File: config.mk
export PLATFORM = sky130hd
export DESIGN_NAME = apt_pm1
export DESIGN_NICKNAME = d
export VERILOG_FILES = /design/src/rtl/apt_pkg.sv /design/src/rtl/apt_pm1.sv /design/src/rtl/apt_timer.sv
export SDC_FILE = /design/constraint.sdc
export NUM_CORES = 1
export LEC_CHECK = 0
export BUFFER_PORTS_ARGS = -buffer_cell sky130_fd_sc_hd__buf_2
export CELL_PAD_IN_SITES_DETAIL_PLACEMENT = 1
export CELL_PAD_IN_SITES_GLOBAL_PLACEMENT = 2
export CORE_MARGIN = 2
export CORE_UTILIZATION = 29
export DETAILED_ROUTE_END_ITERATION = 6
export PLACE_DENSITY_LB_ADDON = 0.1
export SYNTH_ARGS = -nofsm -noshare
export SYNTH_HDL_FRONTEND = slang
export SYNTH_SLANG_ARGS = --single-unit
File: constraint.sdc
create_clock -name clk -period 3.95 [get_ports clk]
set_input_delay 0.395 -clock clk [delete_from_list [all_inputs] [get_ports clk]]
set_output_delay 0.395 -clock clk [all_outputs]
set_load 0.01 [all_outputs]
File: src/rtl/apt_pkg.sv
// constants for the power-management control byte and timer block
package apt_pkg;
	// ****************************************
	// register offsets from the programmable base
	// ****************************************
	localparam logic [3:0]  APT_OFF_ENABLE_HIGH  = 4'h3; // reserved, reads zero
	localparam logic [3:0]  APT_OFF_CONTROL_MAIN = 4'h4; // control byte
	localparam logic [3:0]  APT_OFF_CONTROL_2    = 4'h5; // reserved
	localparam logic [3:0]  APT_OFF_CONTROL_3    = 4'h6; // reserved
	localparam logic [3:0]  APT_OFF_CONTROL_4    = 4'h7; // reserved
	localparam logic [3:0]  APT_OFF_TIMER_BYTE0  = 4'h8; // count bits 7:0
	localparam logic [3:0]  APT_OFF_TIMER_BYTE1  = 4'h9; // count bits 15:8
	localparam logic [11:0] APT_BLOCK_HI_ZERO    = 12'h000; // block spans 16 bytes
	// ****************************************
	// control byte fields and reset values
	// ****************************************
	localparam int          APT_BIT_ROUTE        = 0; // event route select
	localparam int          APT_BIT_RELOAD       = 1; // bus master reload enable
	localparam int          APT_BIT_RELEASE      = 2; // global release
	localparam logic [7:0]  APT_CTRL_RESET       = 8'h00; // control reset value
	localparam logic [7:0]  APT_ZERO_BYTE        = 8'h00; // reserved read value
	// ****************************************
	// timer
	// ****************************************
	localparam int          APT_TMR_WIDTH        = 24; // counter width
	localparam int          APT_TMR_MSB          = 23; // carry watch bit
	localparam logic [23:0] APT_TMR_RESET        = 24'h000000; // cleared on reset
	localparam logic [23:0] APT_TMR_ONE          = 24'h000001; // increment step
endpackage

File: src/rtl/apt_pm1.sv
// power-management control byte, timer bytes and event routing
`timescale 1ns/1ps
module apt_pm1
	import apt_pkg::*;
(
	input  wire logic        clk,                    // 20 MHz clock
	input  wire logic        nrst,                   // master reset, sync, active low
	input  wire logic [15:0] io_base,                // programmable block base
	input  wire logic [15:0] io_addr,                // system i/o address
	input  wire logic [7:0]  io_wdata,               // write data
	input  wire logic        io_wr,                  // write strobe, one cycle
	input  wire logic        io_rd,                  // read strobe, one cycle
	input  wire logic        timer_input_clock,      // timer clock pin
	input  wire logic        working_state,          // system working
	input  wire logic        timer_carry_enable,     // carry interrupt enable
	input  wire logic        timer_status_clear,     // write-one clear of carry flag
	input  wire logic        system_mgmt_irq_enable, // SMI routing enable
	input  wire logic        bus_master_control_set, // write of one to control bit
	input  wire logic        bus_master_status_clear,// write-one clear of bm status
	input  wire logic        firmware_event_enable,  // firmware enable
	input  wire logic        firmware_status_clear,  // write-one clear of fw status
	output logic [7:0]       io_rdata_q,             // read data, one cycle after io_rd
	output logic             timer_carry_status_q,   // carry flag
	output logic             bus_master_control_q,   // bus master control bit
	output logic             bus_master_status_q,    // bus master status flag
	output logic             firmware_status_q,      // firmware status flag
	output logic [23:0]      timer_count_value_q,    // full timer count
	output logic             sci_req_q,              // SCI request level
	output logic             smi_req_q               // SMI request level
);
	import apt_pkg::*;

	// ****************************************
	// address decode
	// ****************************************
	logic [15:0] rel_addr; // address minus base
	logic        hit;      // inside the 16-byte block
	logic        wr_ctrl;  // write to control byte
	assign rel_addr = io_addr - io_base;
	assign hit      = (rel_addr[15:4] == APT_BLOCK_HI_ZERO);
	assign wr_ctrl  = io_wr && hit && (rel_addr[3:0] == APT_OFF_CONTROL_MAIN);

	// ****************************************
	// timer instance
	// ****************************************
	logic carry_pulse; // msb changed this cycle
	apt_timer u_timer
	(
		.clk               (clk),
		.nrst              (nrst),
		.timer_input_clock (timer_input_clock),
		.working_state     (working_state),
		.count_q           (timer_count_value_q),
		.carry_q           (carry_pulse)
	);

	// ****************************************
	// control byte and flags
	// ****************************************
	logic route_q, route_d;     // event_route_select
	logic reload_q, reload_d;   // bus_master_reload_enable
	logic release_q, release_d; // global_release
	logic tsts_d, bmc_d, bms_d, fws_d; // next flags
	logic release_set;          // write of one to global release

	assign release_set = wr_ctrl && io_wdata[APT_BIT_RELEASE];

	// next control and flag values; sets win over clears
	always_comb
	begin
		route_d   = route_q;
		reload_d  = reload_q;
		release_d = release_q;
		if (wr_ctrl)
		begin
			route_d   = io_wdata[APT_BIT_ROUTE];
			reload_d  = io_wdata[APT_BIT_RELOAD];
			release_d = io_wdata[APT_BIT_RELEASE];
		end
		else if (firmware_status_clear)
		begin
			// clearing firmware status also drops release
			release_d = 1'b0;
		end
		tsts_d = carry_pulse | (timer_carry_status_q & ~timer_status_clear);
		bmc_d  = bus_master_control_set | (bus_master_control_q & ~bus_master_status_clear);
		bms_d  = bus_master_control_set | (bus_master_status_q & ~bus_master_status_clear);
		fws_d  = release_set | (firmware_status_q & ~firmware_status_clear);
	end

	// ****************************************
	// event routing
	// ****************************************
	logic pm_event; // enabled power-management event
	logic sci_d;    // next SCI level
	logic smi_d;    // next SMI level

	// levels, not pulses, so a missed edge cannot lose an event
	always_comb
	begin
		pm_event = timer_carry_status_q & timer_carry_enable;
		sci_d    = 1'b0;
		smi_d    = 1'b0;
		if (route_q)
		begin
			sci_d = pm_event;
		end
		else if (system_mgmt_irq_enable)
		begin
			smi_d = pm_event;
		end
		// reload plus bus master always SCI
		sci_d = sci_d | (reload_q & bus_master_status_q);
		smi_d = smi_d | (firmware_status_q & firmware_event_enable);
	end

	// ****************************************
	// read mux
	// ****************************************
	logic [7:0] rdata_d; // next read byte
	always_comb
	begin
		rdata_d = APT_ZERO_BYTE;
		if (io_rd && hit)
		begin
			unique case (rel_addr[3:0])
				APT_OFF_CONTROL_MAIN: rdata_d = {5'h00, release_q, reload_q, route_q};
				APT_OFF_TIMER_BYTE0:  rdata_d = timer_count_value_q[7:0];
				APT_OFF_TIMER_BYTE1:  rdata_d = timer_count_value_q[15:8];
				// reserved and foreign offsets read zero
				default:              rdata_d = APT_ZERO_BYTE;
			endcase
		end
	end

	// ****************************************
	// register stage
	// ****************************************
	always_ff @(posedge clk)
	begin
		if (!nrst)
		begin
			route_q              <= APT_CTRL_RESET[APT_BIT_ROUTE];
			reload_q             <= APT_CTRL_RESET[APT_BIT_RELOAD];
			release_q            <= APT_CTRL_RESET[APT_BIT_RELEASE];
			timer_carry_status_q <= 1'b0;
			bus_master_control_q <= 1'b0;
			bus_master_status_q  <= 1'b0;
			firmware_status_q    <= 1'b0;
			sci_req_q            <= 1'b0;
			smi_req_q            <= 1'b0;
			io_rdata_q           <= APT_ZERO_BYTE;
		end
		else
		begin
			route_q              <= route_d;
			reload_q             <= reload_d;
			release_q            <= release_d;
			timer_carry_status_q <= tsts_d;
			bus_master_control_q <= bmc_d;
			bus_master_status_q  <= bms_d;
			firmware_status_q    <= fws_d;
			sci_req_q            <= sci_d;
			smi_req_q            <= smi_d;
			io_rdata_q           <= rdata_d;
		end
	end
endmodule

File: src/rtl/apt_timer.sv
// power-management timer: synchroniser, 24-bit counter, carry detect
`timescale 1ns/1ps
module apt_timer
	import apt_pkg::*;
(
	input  wire logic        clk,           // 20 MHz system clock
	input  wire logic        nrst,          // sync reset, active low
	input  wire logic        timer_input_clock, // 3.579545 MHz pin
	input  wire logic        working_state, // system is working
	output logic [23:0]      count_q,       // running count
	output logic             carry_q        // pulse on msb change
);
	// ****************************************
	// two-stage synchroniser plus edge history
	// ****************************************
	logic sync1_q;  // first stage, read only by sync2
	logic sync2_q;  // second stage
	logic hist_q;   // previous settled level
	logic [23:0] count_d; // next count
	logic carry_d;        // next carry pulse
	logic tick;           // one timer clock rising edge

	// edge found on settled samples only
	assign tick = sync2_q & ~hist_q;

	// next count, held while the input clock is stopped
	always_comb
	begin
		count_d = count_q;
		carry_d = 1'b0;
		if (tick && working_state)
		begin
			count_d = count_q + APT_TMR_ONE;
		end
		carry_d = count_d[APT_TMR_MSB] ^ count_q[APT_TMR_MSB];
	end

	// register stage
	always_ff @(posedge clk)
	begin
		// reset clears, no other clear path
		if (!nrst)
		begin
			sync1_q <= 1'b0;
			sync2_q <= 1'b0;
			hist_q  <= 1'b0;
			count_q <= APT_TMR_RESET;
			carry_q <= 1'b0;
		end
		else
		begin
			sync1_q <= timer_input_clock;
			sync2_q <= sync1_q;
			hist_q  <= sync2_q;
			count_q <= count_d;
			carry_q <= carry_d;
		end
	end
endmodule

==> impl_results.md, run 1 <==
- Status: completed
- Num CTS Buffers: 5
- Core area: 9240 sq um
- Post-Syn Area per Cell: around 8.2 sq um
- GRT overflow: 0
- Clock skew: roughly 0.008 ns
- WHS Endpoint: u_timer.sync1_q
- Core Rows: 35
- Reg2Reg Launch Point: u_timer.hist_q
- WP data required: approximately 4.2 ns
- Max Cap Viol: 0
- Async SR Flop Fraction: 0
- Seq/Total Area, Yosys: 0.325
- Final Cell Area: roughly 3400 sq um
- Slowest CP cell: fa_1
- CP Capture Type: flop
- Vias per cell: just under 5
- Pre-antenna DRT Iters: 4
- I/O pin count: 91
- Synth top area share: 0.325
- R2R depth: 7
- Final worst-path cycle share: 0.781
- DP Area: approximately 3300 sq um
- Most frequent cells in the layout: buf_2, dfxtp_1, nor2_1
- Final slew viol count: 0
- CTS tree: yes
- Setup violators final: 0
- Worst-Skew Late Latency: 0.29 ns
- Hold Startpoint: timer_input_clock
- Max incr delay on CP: between 0.4 and 0.5 ns
- Syn Inst Count: ~340
- DRT iter0 DRCs: 59
- Crit Path Class: in2reg
- Largest net degree at the start of global routing: 20
- Total Routed Length: 7690 um
- CP Max Fanout: 8
- Dpl hpwl: 6120 um
- Antenna diode count: 0
- Share of post-route cells with drive strength above 1: 0.246
- Hold Path Class: in2reg
- Placed cells: between 500 and 600
- Yosys warnings: 0
- DR WL/cell: ~14 um
- Unrepaired setup endpoints after global routing: no
- Clock slew at reported path FFs: ~0.09 ns
- P&R area growth vs syn: 24.5%
- Distinct cells, synth: 53
- Regs by FF count: u_timer.count_q: 24 flops, io_rdata_q: 8 flops
- Slew Limit Headroom: 0.556
- Die W: between 100 and 150 um
- Worst-Margin Slew: between 0.6 and 0.7 ns
- Syn_nets: between 400 and 500
- Non-filler instance count after layout: about 550
- Power Density: 313 nW/um^2
- Worst-path cell chain: buf_2, ha_1, fa_1, nand2b_1, a21oi_1, nor2_1, o311a_1, a2111o_1, nor4_4, nand4_4, nor3_1
- Register bit total from synthesis: 45
- Static leakage: between 0.0015 and 0.002 uW
- Hold Path Depth: 2
- Global-route wire length before repair: approximately 13000 um
- Peak supply drop: 0.000196 V
- Gpl congestion: ~0.76
- GRT Total Usage: 0.150
- Hold Slack: 0.308 ns
- Postcts setup bufs: 0
- Vias in the first global route: roughly 2600
- Post-CTS Hold Fix Bufs: 0
- Setup TNS: 0 ns
- Port bufs: 85
- H-tree levels: 2
- Vias: ~2700
- Element type at the critical path start: input pin
- Max FFs per register: 24
- Post_cts resized: 0
- CP arrival: ~3.3 ns
- Top post-synthesis cells by area: dfxtp_1, ha_1, nor2_1
- Die Area: around 10000 sq um
- DRC viols: 0
- Post-synth EDFFs: 0
- Top FF cell, synth: dfxtp_1
- Mapped cell area: 2770 sq um
- Clock period minus worst slack: between 3 and 4 ns
- Worst R2R End: u_timer.count_q[21]
- Die H: ~100 um
- Fin. Hold Viols: 0
- Number of routed nets with antenna violations: 0
- Initial antenna violation count: 0
- Max Freq: approximately 320 MHz
- Max Root-Sink Buffers: 2
- R2R setup slack: approximately 1.7 ns
- CTS Root Cell: clkbuf_8
- Clk sinks: between 40 and 50
- Area leader, netlist: dfxtp_1
- Initial Util: 0.300
- Biggest register: u_timer.count_q
- Most common cell after layout, fill and taps aside: buf_2
- Nets: just under 500
- Total Power: 1080 uW
cells in the mapped netlist (10+ instances only):
cell	number
nand2_1	16
xnor2_1	10
o21ai_0	10
mux2i_1	10
a21oi_1	26
nand4_1	10
nand3_1	12
dfxtp_1	45
inv_1	27
nor2_1	42
ha_1	16
xor2_1	16
cell families (layout without fill, tap and decap cells):
group                    count (synthesis)  in the layout  share of synthesized area
multiplexers                            10             10                     0.0362
adder cells (fa/ha/maj)                 17             17                     0.0796
AND/OR/NAND/NOR                        128            128                      0.246
AO/OA/AOI/OAI                           71             71                      0.174
flip-flops                              45             45                      0.325
buffers and inverters                   39            122                     0.0561
XOR/XNOR                                26             26                     0.0823
metal layers:
metal	track usage	share of wire	up-vias
met5	0	0	-
met4	0.0281	0.0075	0
met3	0.0207	0.038	5
met2	0.279	0.51	53
met1	0.185	0.44	1268
li1	-	-	1348
metrics by stage:
stage | utilization | setup WS [ns]
global placement | 0.358 | 0.524
detailed placement | 0.358 | 0.489
floorplan | - | 1.02
CTS | 0.373 | 0.803
finish | 0.373 | 0.866
global route | 0.373 | 0.629
worst max-delay path: cells and delay by family:
kind,cells,cell delay (ns)
AOI/OAI and AO/OA,3,1.01
buffers and inverters,1,0.10
adders and majority gates,2,0.63
and+or+nand+nor,5,1.15
power breakdown:
group	total (uW)	switching, uW	internal, uW
Combinational	212	123	88.4
Sequential	458	1.65	456
Clock	411	159	251
Total	1080	284	796
worst max-delay path by stage:
stage	slack (ns)	endpoint	from
3_3_place_gp	0.52	io_rdata_q[4]	io_base[0]
5_1_grt	0.63	io_rdata_q[4]	io_base[0]
6_report	0.87	io_rdata_q[7]	io_base[0]
3_5_place_dp	0.49	io_rdata_q[7]	io_base[0]
4_1_cts	0.80	io_rdata_q[3]	io_base[0]
2_1_floorplan	1.02	io_rdata_q[3]	io_addr[0]
final cells by class:
| type | count | area [sq um] |
|---|---|---|
| Fill cell | 1133 | 5790 |
| Multi-Input combinational cell | 252 | 1710 |
| Clock inverter | 3 | 65.1 |
| Timing Repair Buffer | 86 | 433 |
| Inverter | 28 | 105 |
| Clock buffer | 5 | 68.8 |
| Tap cell | 129 | 161 |
| Sequential cell | 45 | 901 |
Power figures use the tool's default switching activity.
==> run 2, diff against run 1 <==
--- a/config.mk
+++ b/config.mk
@@ -9,7 +9,7 @@
 export CELL_PAD_IN_SITES_DETAIL_PLACEMENT = 1
 export CELL_PAD_IN_SITES_GLOBAL_PLACEMENT = 2
 export CORE_MARGIN = 2
-export CORE_UTILIZATION = 29
+export CORE_UTILIZATION = 26
 export DETAILED_ROUTE_END_ITERATION = 6
 export PLACE_DENSITY_LB_ADDON = 0.1
 export SYNTH_ARGS = -nofsm -noshare
==> constraint.sdc (replaced) <==
create_clock -name clk -period 2.7 [get_ports clk]
set_input_delay 0.27 -clock clk [delete_from_list [all_inputs] [get_ports clk]]
set_output_delay 0.27 -clock clk [all_outputs]
set_load 0.01 [all_outputs]
==> run 2 against run 1 <==
Compared with the run above: worst hold slack lost 0.13 ns; utilization shrank 0.80 points; die area grew 11%; sequential power grew 46%; non-clock buffer count grew 35; wire length grew 7.6%; sequential share of layout area shrank 2.2 points; critical endpoint is now io_rdata_q[5]; largest cell class unchanged.
==> impl_results.md, run 2 (synthesis gave the netlist of run 1 again) <==
- Status: completed
- Num CTS Buffers: 5 (unchanged)
- Largest net degree at the start of global routing: 21 (+5.0%)
- Crit-path leading delay family: compound AO/OA/AOI/OAI gates
- Clock slew at reported path FFs: 0.09 ns (about the same)
- Final slew viol count: 0 (unchanged)
- Fin. Hold Viols: 0 (unchanged)
- Number of routed nets with antenna violations: 0 (unchanged)
- Post-CTS Hold Fix Bufs: 0 (unchanged)
- CTS Root Cell: clkbuf_8
- Worst R2R End: u_timer.count_q[21]
- Initial Util: 0.268 (-0.0314)
- R2R depth: 7 (unchanged)
- Hold Path Class: in2reg
- Total Routed Length: 8270 um (+7.6%)
- Dpl hpwl: 6710 um (+9.7%)
- Biggest register: u_timer.count_q
- Regs by FF count: u_timer.count_q: 24 flops, io_rdata_q: 8 flops
- Die Area: 11500 sq um (+11%)
- Worst-Margin Slew: 0.647 ns (-0.0125 ns)
- Power Density: 405 nW/um^2 (+29%)
- Die H: 107 um (+5.4%)
- Slew Limit Headroom: 0.566 (+0.0103)
- WP data required: 2.93 ns (-1.23 ns)
- Port bufs: 85 (unchanged)
- Max Cap Viol: 0 (unchanged)
- Vias: 2764 (+3.4%)
- Max incr delay on CP: 0.45 ns (+0.03 ns)
- Clk sinks: 45 (unchanged)
- Critical Path Start: io_base[8]
- Unrepaired setup endpoints after global routing: no
- Most common cell after layout, fill and taps aside: buf_2
- Filler cells: 1262 (+11%)
- Static leakage: 0.00174 uW (+10%)
- Antenna diode count: 0 (unchanged)
- CP bufs+invs: 3 (+2)
- Global-route wire length before repair: 13800 um (+9.5%)
- CP Capture Type: flop
- Max FFs per register: 24 (unchanged)
- P&R area growth vs syn: 36.1%
- Core area: 10300 sq um (+12%)
- Clock skew: 0.00819 ns (+0.000169 ns)
- Worst-Skew Late Latency: 0.30 ns (about the same)
- Clock period minus worst slack: approximately 2.5 ns
- Pre-antenna DRT Iters: 4 (unchanged)
- I/O pin count: 91 (unchanged)
- Reg2Reg Launch Point: u_timer.hist_q
- GRT overflow: 0 (unchanged)
- H-tree levels: 2 (unchanged)
- GRT Total Usage: 0.149 (-0.00118)
- Peak supply drop: 0.000179 V (-8.3%)
- DRC viols: 0 (unchanged)
- Share of post-route cells with drive strength above 1: 0.326 (+0.0802)
- Max Freq: a little under 400 MHz
- Vias per cell: 4.68 (-4.0%)
- Nets: 523 (+7.2%)
- Gpl congestion: 0.769 (+0.85%)
- Levels on crit path: 12 (+1)
- Setup crit end: io_rdata_q[5]
- Max Root-Sink Buffers: 2 (unchanged)
- CTS tree: yes
- Die W: 107 um (+5.4%)
- Top cell by count, worst path: a21o_1
- Setup WS post-layout: 0.155 ns (-0.711 ns)
- Element type at the critical path start: input pin
- DRT iter0 DRCs: 51 (-14%)
- R2R setup slack: 0.63 ns (-1.02 ns)
- DR WL/cell: 14.0 um (about the same)
- Final worst-path cycle share: 0.943
- Slowest CP cell: a2111o_1
- Most frequent cells in the layout: buf_2, dfxtp_1, nor2_1
- Worst slack, placed: -0.268 ns (-0.758 ns)
- CP arrival: 2.78 ns (-0.51 ns)
- Postcts setup bufs: 0 (unchanged)
- Setup violators final: 0 (unchanged)
- Vias in the first global route: 2806 (+6.9%)
- Initial antenna violation count: 0 (unchanged)
- Worst-path cell chain: buf_2, inv_1, ha_4, a21o_1, a31o_1, a21o_1, or3_1, a2111o_1, nor4_4, buf_6, nand4_4, nor3_2
- Core Rows: 37 (+5.7%)
- Crit Path Class: in2reg
- CP Max Fanout: 8 (unchanged)
- Setup TNS: 0 ns (unchanged)
-- run 2: cell type report --
cell class,instances,area (sq um),share of cell area
inverters,28,105,0.0279
repair buffers,121,699,0.186
well taps,136,170,0.0452
multi-input cells,252,1790,0.475
clock inverters,1,5.00,0.00133
clock buffers,7,96.3,0.0256
flip-flops and latches,45,901,0.239
-- run 2: worst min-delay path by stage --
stage / slack (ns) / end / startpoint / cells after the start
after global routing: 0.19 / u_timer.sync1_q / timer_input_clock / 2
after global placement: 0.42 / u_timer.sync2_q / u_timer.sync1_q / 1
after floorplan: 0.39 / bus_master_control_q / bus_master_control_set / 2
after CTS: 0.17 / u_timer.sync1_q / timer_input_clock / 2
after detailed placement: 0.43 / u_timer.sync2_q / u_timer.sync1_q / 1
final: 0.18 / u_timer.sync1_q / timer_input_clock / 2
-- run 2: worst reg2reg max path: cells and delay by family (launching register included) --
family           cells  cell delay [ns]
flip-flops           1             0.30
AO/OA/AOI/OAI        1             0.14
AND/OR/NAND/NOR      6             1.54
-- run 2: per-layer routing --
layer | track usage | part of all wire | vias to the layer above | routed length [um]
li1 | - | - | 1425 | -
met1 | 0.213 | 0.52 | 1283 | 4310
met2 | 0.235 | 0.43 | 50 | 3580
met3 | 0.0298 | 0.039 | 6 | 325
met4 | 0.0269 | 0.0071 | 0 | 59
met5 | 0 | 0 | - | 0
-- run 2: what timing repair did --
action,CTS,global route
gates resized for setup,0,10
endpoints found under the setup margin,0,11
endpoints found under the hold margin,0,0
-- run 2: through the flow --
stage / hold slack (ns) / instances / instance area [sq um] / util / total power, uW
2_1_floorplan: 0.387 / 336 / 2790 / - / 908
3_3_place_gp: 0.416 / 582 / 3600 / 0.349 / 1070
3_5_place_dp: 0.426 / 582 / 3600 / 0.349 / 1070
4_1_cts: 0.169 / 590 / 3700 / 0.359 / 1540
5_1_grt: 0.193 / 590 / 3770 / 0.365 / 1620
6_report: 0.179 / 590 / 3770 / 0.365 / 1530
-- run 2: power breakdown --
part / total (uW) / leakage (uW) / internal, uW / switching (uW)
combinational: 397 / 0.00132 / 192 / 204
clock: 460 / 0.0000542 / 232 / 228
sequential: 670 / 0.000363 / 667 / 2.77
==> run 3, diff against run 2 <==
--- a/config.mk
+++ b/config.mk
@@ -8,6 +8,7 @@
 export BUFFER_PORTS_ARGS = -buffer_cell sky130_fd_sc_hd__buf_2
 export CELL_PAD_IN_SITES_DETAIL_PLACEMENT = 1
 export CELL_PAD_IN_SITES_GLOBAL_PLACEMENT = 2
+export CORE_ASPECT_RATIO = 0.5
 export CORE_MARGIN = 2
 export CORE_UTILIZATION = 26
 export DETAILED_ROUTE_END_ITERATION = 6
==> run 3 against run 2 <==
Compared with the run above: design area increased by 2.8%; die area increased by 0.43%; first-iteration DRC count increased by 59%; highest routed layer unchanged; worst hold slack improved by 0.010 ns; critical endpoint is now io_rdata_q[7]; critical path type unchanged.
==> impl_results.md, run 3 (synthesis gave the netlist of run 1 again) <==
- Status: completed
- Initial Util: 0.269 (+0.00114)
- Cell internal pwr: 1390 uW (+27%)
- CP bufs+invs: 3 (unchanged)
- Combinational power share: 0.213 (-0.047)
- Die W: 150 um (+40%)
- Die Area: 11500 sq um (+0.43%)
- Clk sinks: 45 (unchanged)
- Hold Path Depth: 2 (unchanged)
- Vias per cell: 4.77 (+1.8%)
- CP Max Fanout: 8 (unchanged)
- Max incr delay on CP: 0.48 ns (+0.03 ns)
- Pre-antenna DRT Iters: 4 (unchanged)
- GRT Total Usage: 0.144 (-0.00546)
- Worst R2R End: u_timer.count_q[21]
- Clock slew at reported path FFs: 0.06 ns (-0.03 ns)
- H-tree levels: 2 (unchanged)
- Max Root-Sink Buffers: 2 (unchanged)
- Vias in the first global route: 2803 (-0.11%)
- Nets: 519 (-0.76%)
- CP arrival: 2.78 ns (about the same)
- Slowest CP cell: or4b_4
- Storage element area: 901 sq um (unchanged)
- Crit Path Class: in2reg
- Antenna diode count: 0 (unchanged)
- R2R setup slack: 0.56 ns (-0.07 ns)
- Port bufs: 85 (unchanged)
- Number of routed nets with antenna violations: 0 (unchanged)
- Setup violators final: 0 (unchanged)
- DR WL/cell: 14.0 um (-0.29%)
- Psw: 463 uW (+6.4%)
- Initial antenna violation count: 0 (unchanged)
- Static leakage: 0.00176 uW (+1.2%)
- Slew Limit Headroom: 0.717 (+0.151)
- Share of post-route cells with drive strength above 1: 0.342 (+0.0162)
- CTS Root Cell: clkbuf_16
- Crit-path leading delay family: simple AND/OR/NAND/NOR gates
- Num CTS Buffers: 5 (unchanged)
- Worst-Skew Late Latency: 0.28 ns (-0.02 ns)
- Core Rows: 26 (-30%)
- DRC viols: 0 (unchanged)
- Vias: 2813 (+1.8%)
- Biggest register: u_timer.count_q
- I/O pin count: 91 (unchanged)
- Gpl congestion: 0.724 (-5.9%)
- CP Capture Type: flop
- Largest net degree at the start of global routing: 23 (+9.5%)
- R2R depth: 7 (unchanged)
- Most common cell after layout, fill and taps aside: buf_2
- WP data required: 2.91 ns (-0.02 ns)
- Final worst-path cycle share: 0.951 (+0.00795)
- Worst-Margin Slew: 0.421 ns (-0.226 ns)
- Dpl hpwl: 6600 um (-1.7%)
- Regs by FF count: u_timer.count_q: 24 flops, io_rdata_q: 8 flops
- Filler cells: 1254 (-0.63%)
- Setup TNS: 0 ns (unchanged)
- Die H: 77.0 um (-28%)
- Max FFs per register: 24 (unchanged)
- Total Routed Length: 8250 um (-0.29%)
- CTS tree: yes
- DRT iter0 DRCs: 81 (+59%)
- Reg2Reg Launch Point: u_timer.hist_q
- Fin. Hold Viols: 0 (unchanged)
- Clock period minus worst slack: 2.57 ns (+0.0215 ns)
- Core area: 10300 sq um (-0.42%)
- Combined area of the multi-input logic cells: 1830 sq um (+2.3%)
- WHS Endpoint: u_timer.sync1_q
- Final slew viol count: 0 (unchanged)
- DP Area: 3570 sq um (-0.90%)
- Reg power frac: 0.363 (-0.076)
- Power Density: 477 nW/um^2 (+18%)
- Max Freq: 390 MHz (-0.84%)
- Hold Startpoint: timer_input_clock
- Max Cap Viol: 0 (unchanged)
- Switching share of power: 0.251 (-0.0347)
- Peak supply drop: 0.000214 V (+20%)
- P&R area growth vs syn: 39.9%
- Worst-path cell chain: buf_2, inv_2, ha_4, o211ai_1, a21oi_4, or4b_4, o311a_1, a2111o_1, nor4_4, buf_6, nand4_4, nor3_2
- Core Util, Final: 0.377 (+0.0118)
- Most frequent cells in the layout: buf_2, dfxtp_1, nor2_1
- Clock share of power: 0.424 (+0.123)
- Clock skew: 0.00335 ns (-0.00484 ns)
- Element type at the critical path start: input pin
- Hold Path Class: in2reg
- Global-route wire length before repair: 13600 um (-1.5%)
- Final Cell Area: 3870 sq um (+2.8%)
- GRT overflow: 0 (unchanged)
- Post-CTS Hold Fix Bufs: 0 (unchanged)
==> run 3: worst reg2reg max path, stage by stage, from the launching register on <==
cell and delay (ns):
dfxtp_1 0.29, and3b_1 0.40, nand4_1 0.27, nor2_1 0.25, and2_1 0.20, nand3_1 0.15, or3_1 0.38, a21oi_1 0.14
==> run 3: per-layer routing <==
metal / global-route usage / part of all wire
met1: 0.195 / 0.48
met2: 0.239 / 0.47
met3: 0.0280 / 0.037
met4: 0.0255 / 0.0049
met5: 0 / 0
==> run 3: cell type report <==
type	instances	area share
sequential	45	0.233
clock buffer	5	0.0323
timing repair buffer	117	0.173
inverter	28	0.0271
tap	140	0.0452
multi-input combinational	252	0.473
clock inverter	3	0.0168
==> run 3: power groups by stage <==
| stage | clock, uW | combinational (uW) | sequential [uW] |
|---|---|---|---|
| after floorplan | 0 | 222 | 686 |
| after global placement | 0 | 362 | 685 |
| after detailed placement | 0 | 372 | 686 |
| after CTS | 801 | 375 | 670 |
| after global routing | 827 | 440 | 671 |
| final | 784 | 394 | 671 |
==> run 3: through the flow <==
step                std cells  power [uW]  worst slack [ns]  hold WS, ns
floorplan                 336         908           0.00267        0.387
global placement          581        1050            -0.170        0.422
detailed placement        581        1060            -0.207        0.430
CTS                       589        1850            0.0854        0.185
global route              590        1940           -0.0102        0.197
finish                    590        1850             0.134        0.190
==> run 3: timing repair <==
action,4_1_cts,5_1_grt
gates resized for setup,0,21
setup buffers,0,1
setup endpoints to repair,0,12
==> run 3: how the worst max path moves through the flow <==
stage / endpoint / depth (start not counted) / start / slack, ns
finish: io_rdata_q[7] / 12 / io_base[3] / 0.13
global route: io_rdata_q[7] / 12 / io_base[3] / -0.01
CTS: io_rdata_q[6] / 12 / io_base[0] / 0.09
detailed placement: io_rdata_q[6] / 12 / io_base[0] / -0.21
global placement: io_rdata_q[5] / 12 / io_base[0] / -0.17
floorplan: reload_q / 11 / io_base[10] / 0.003
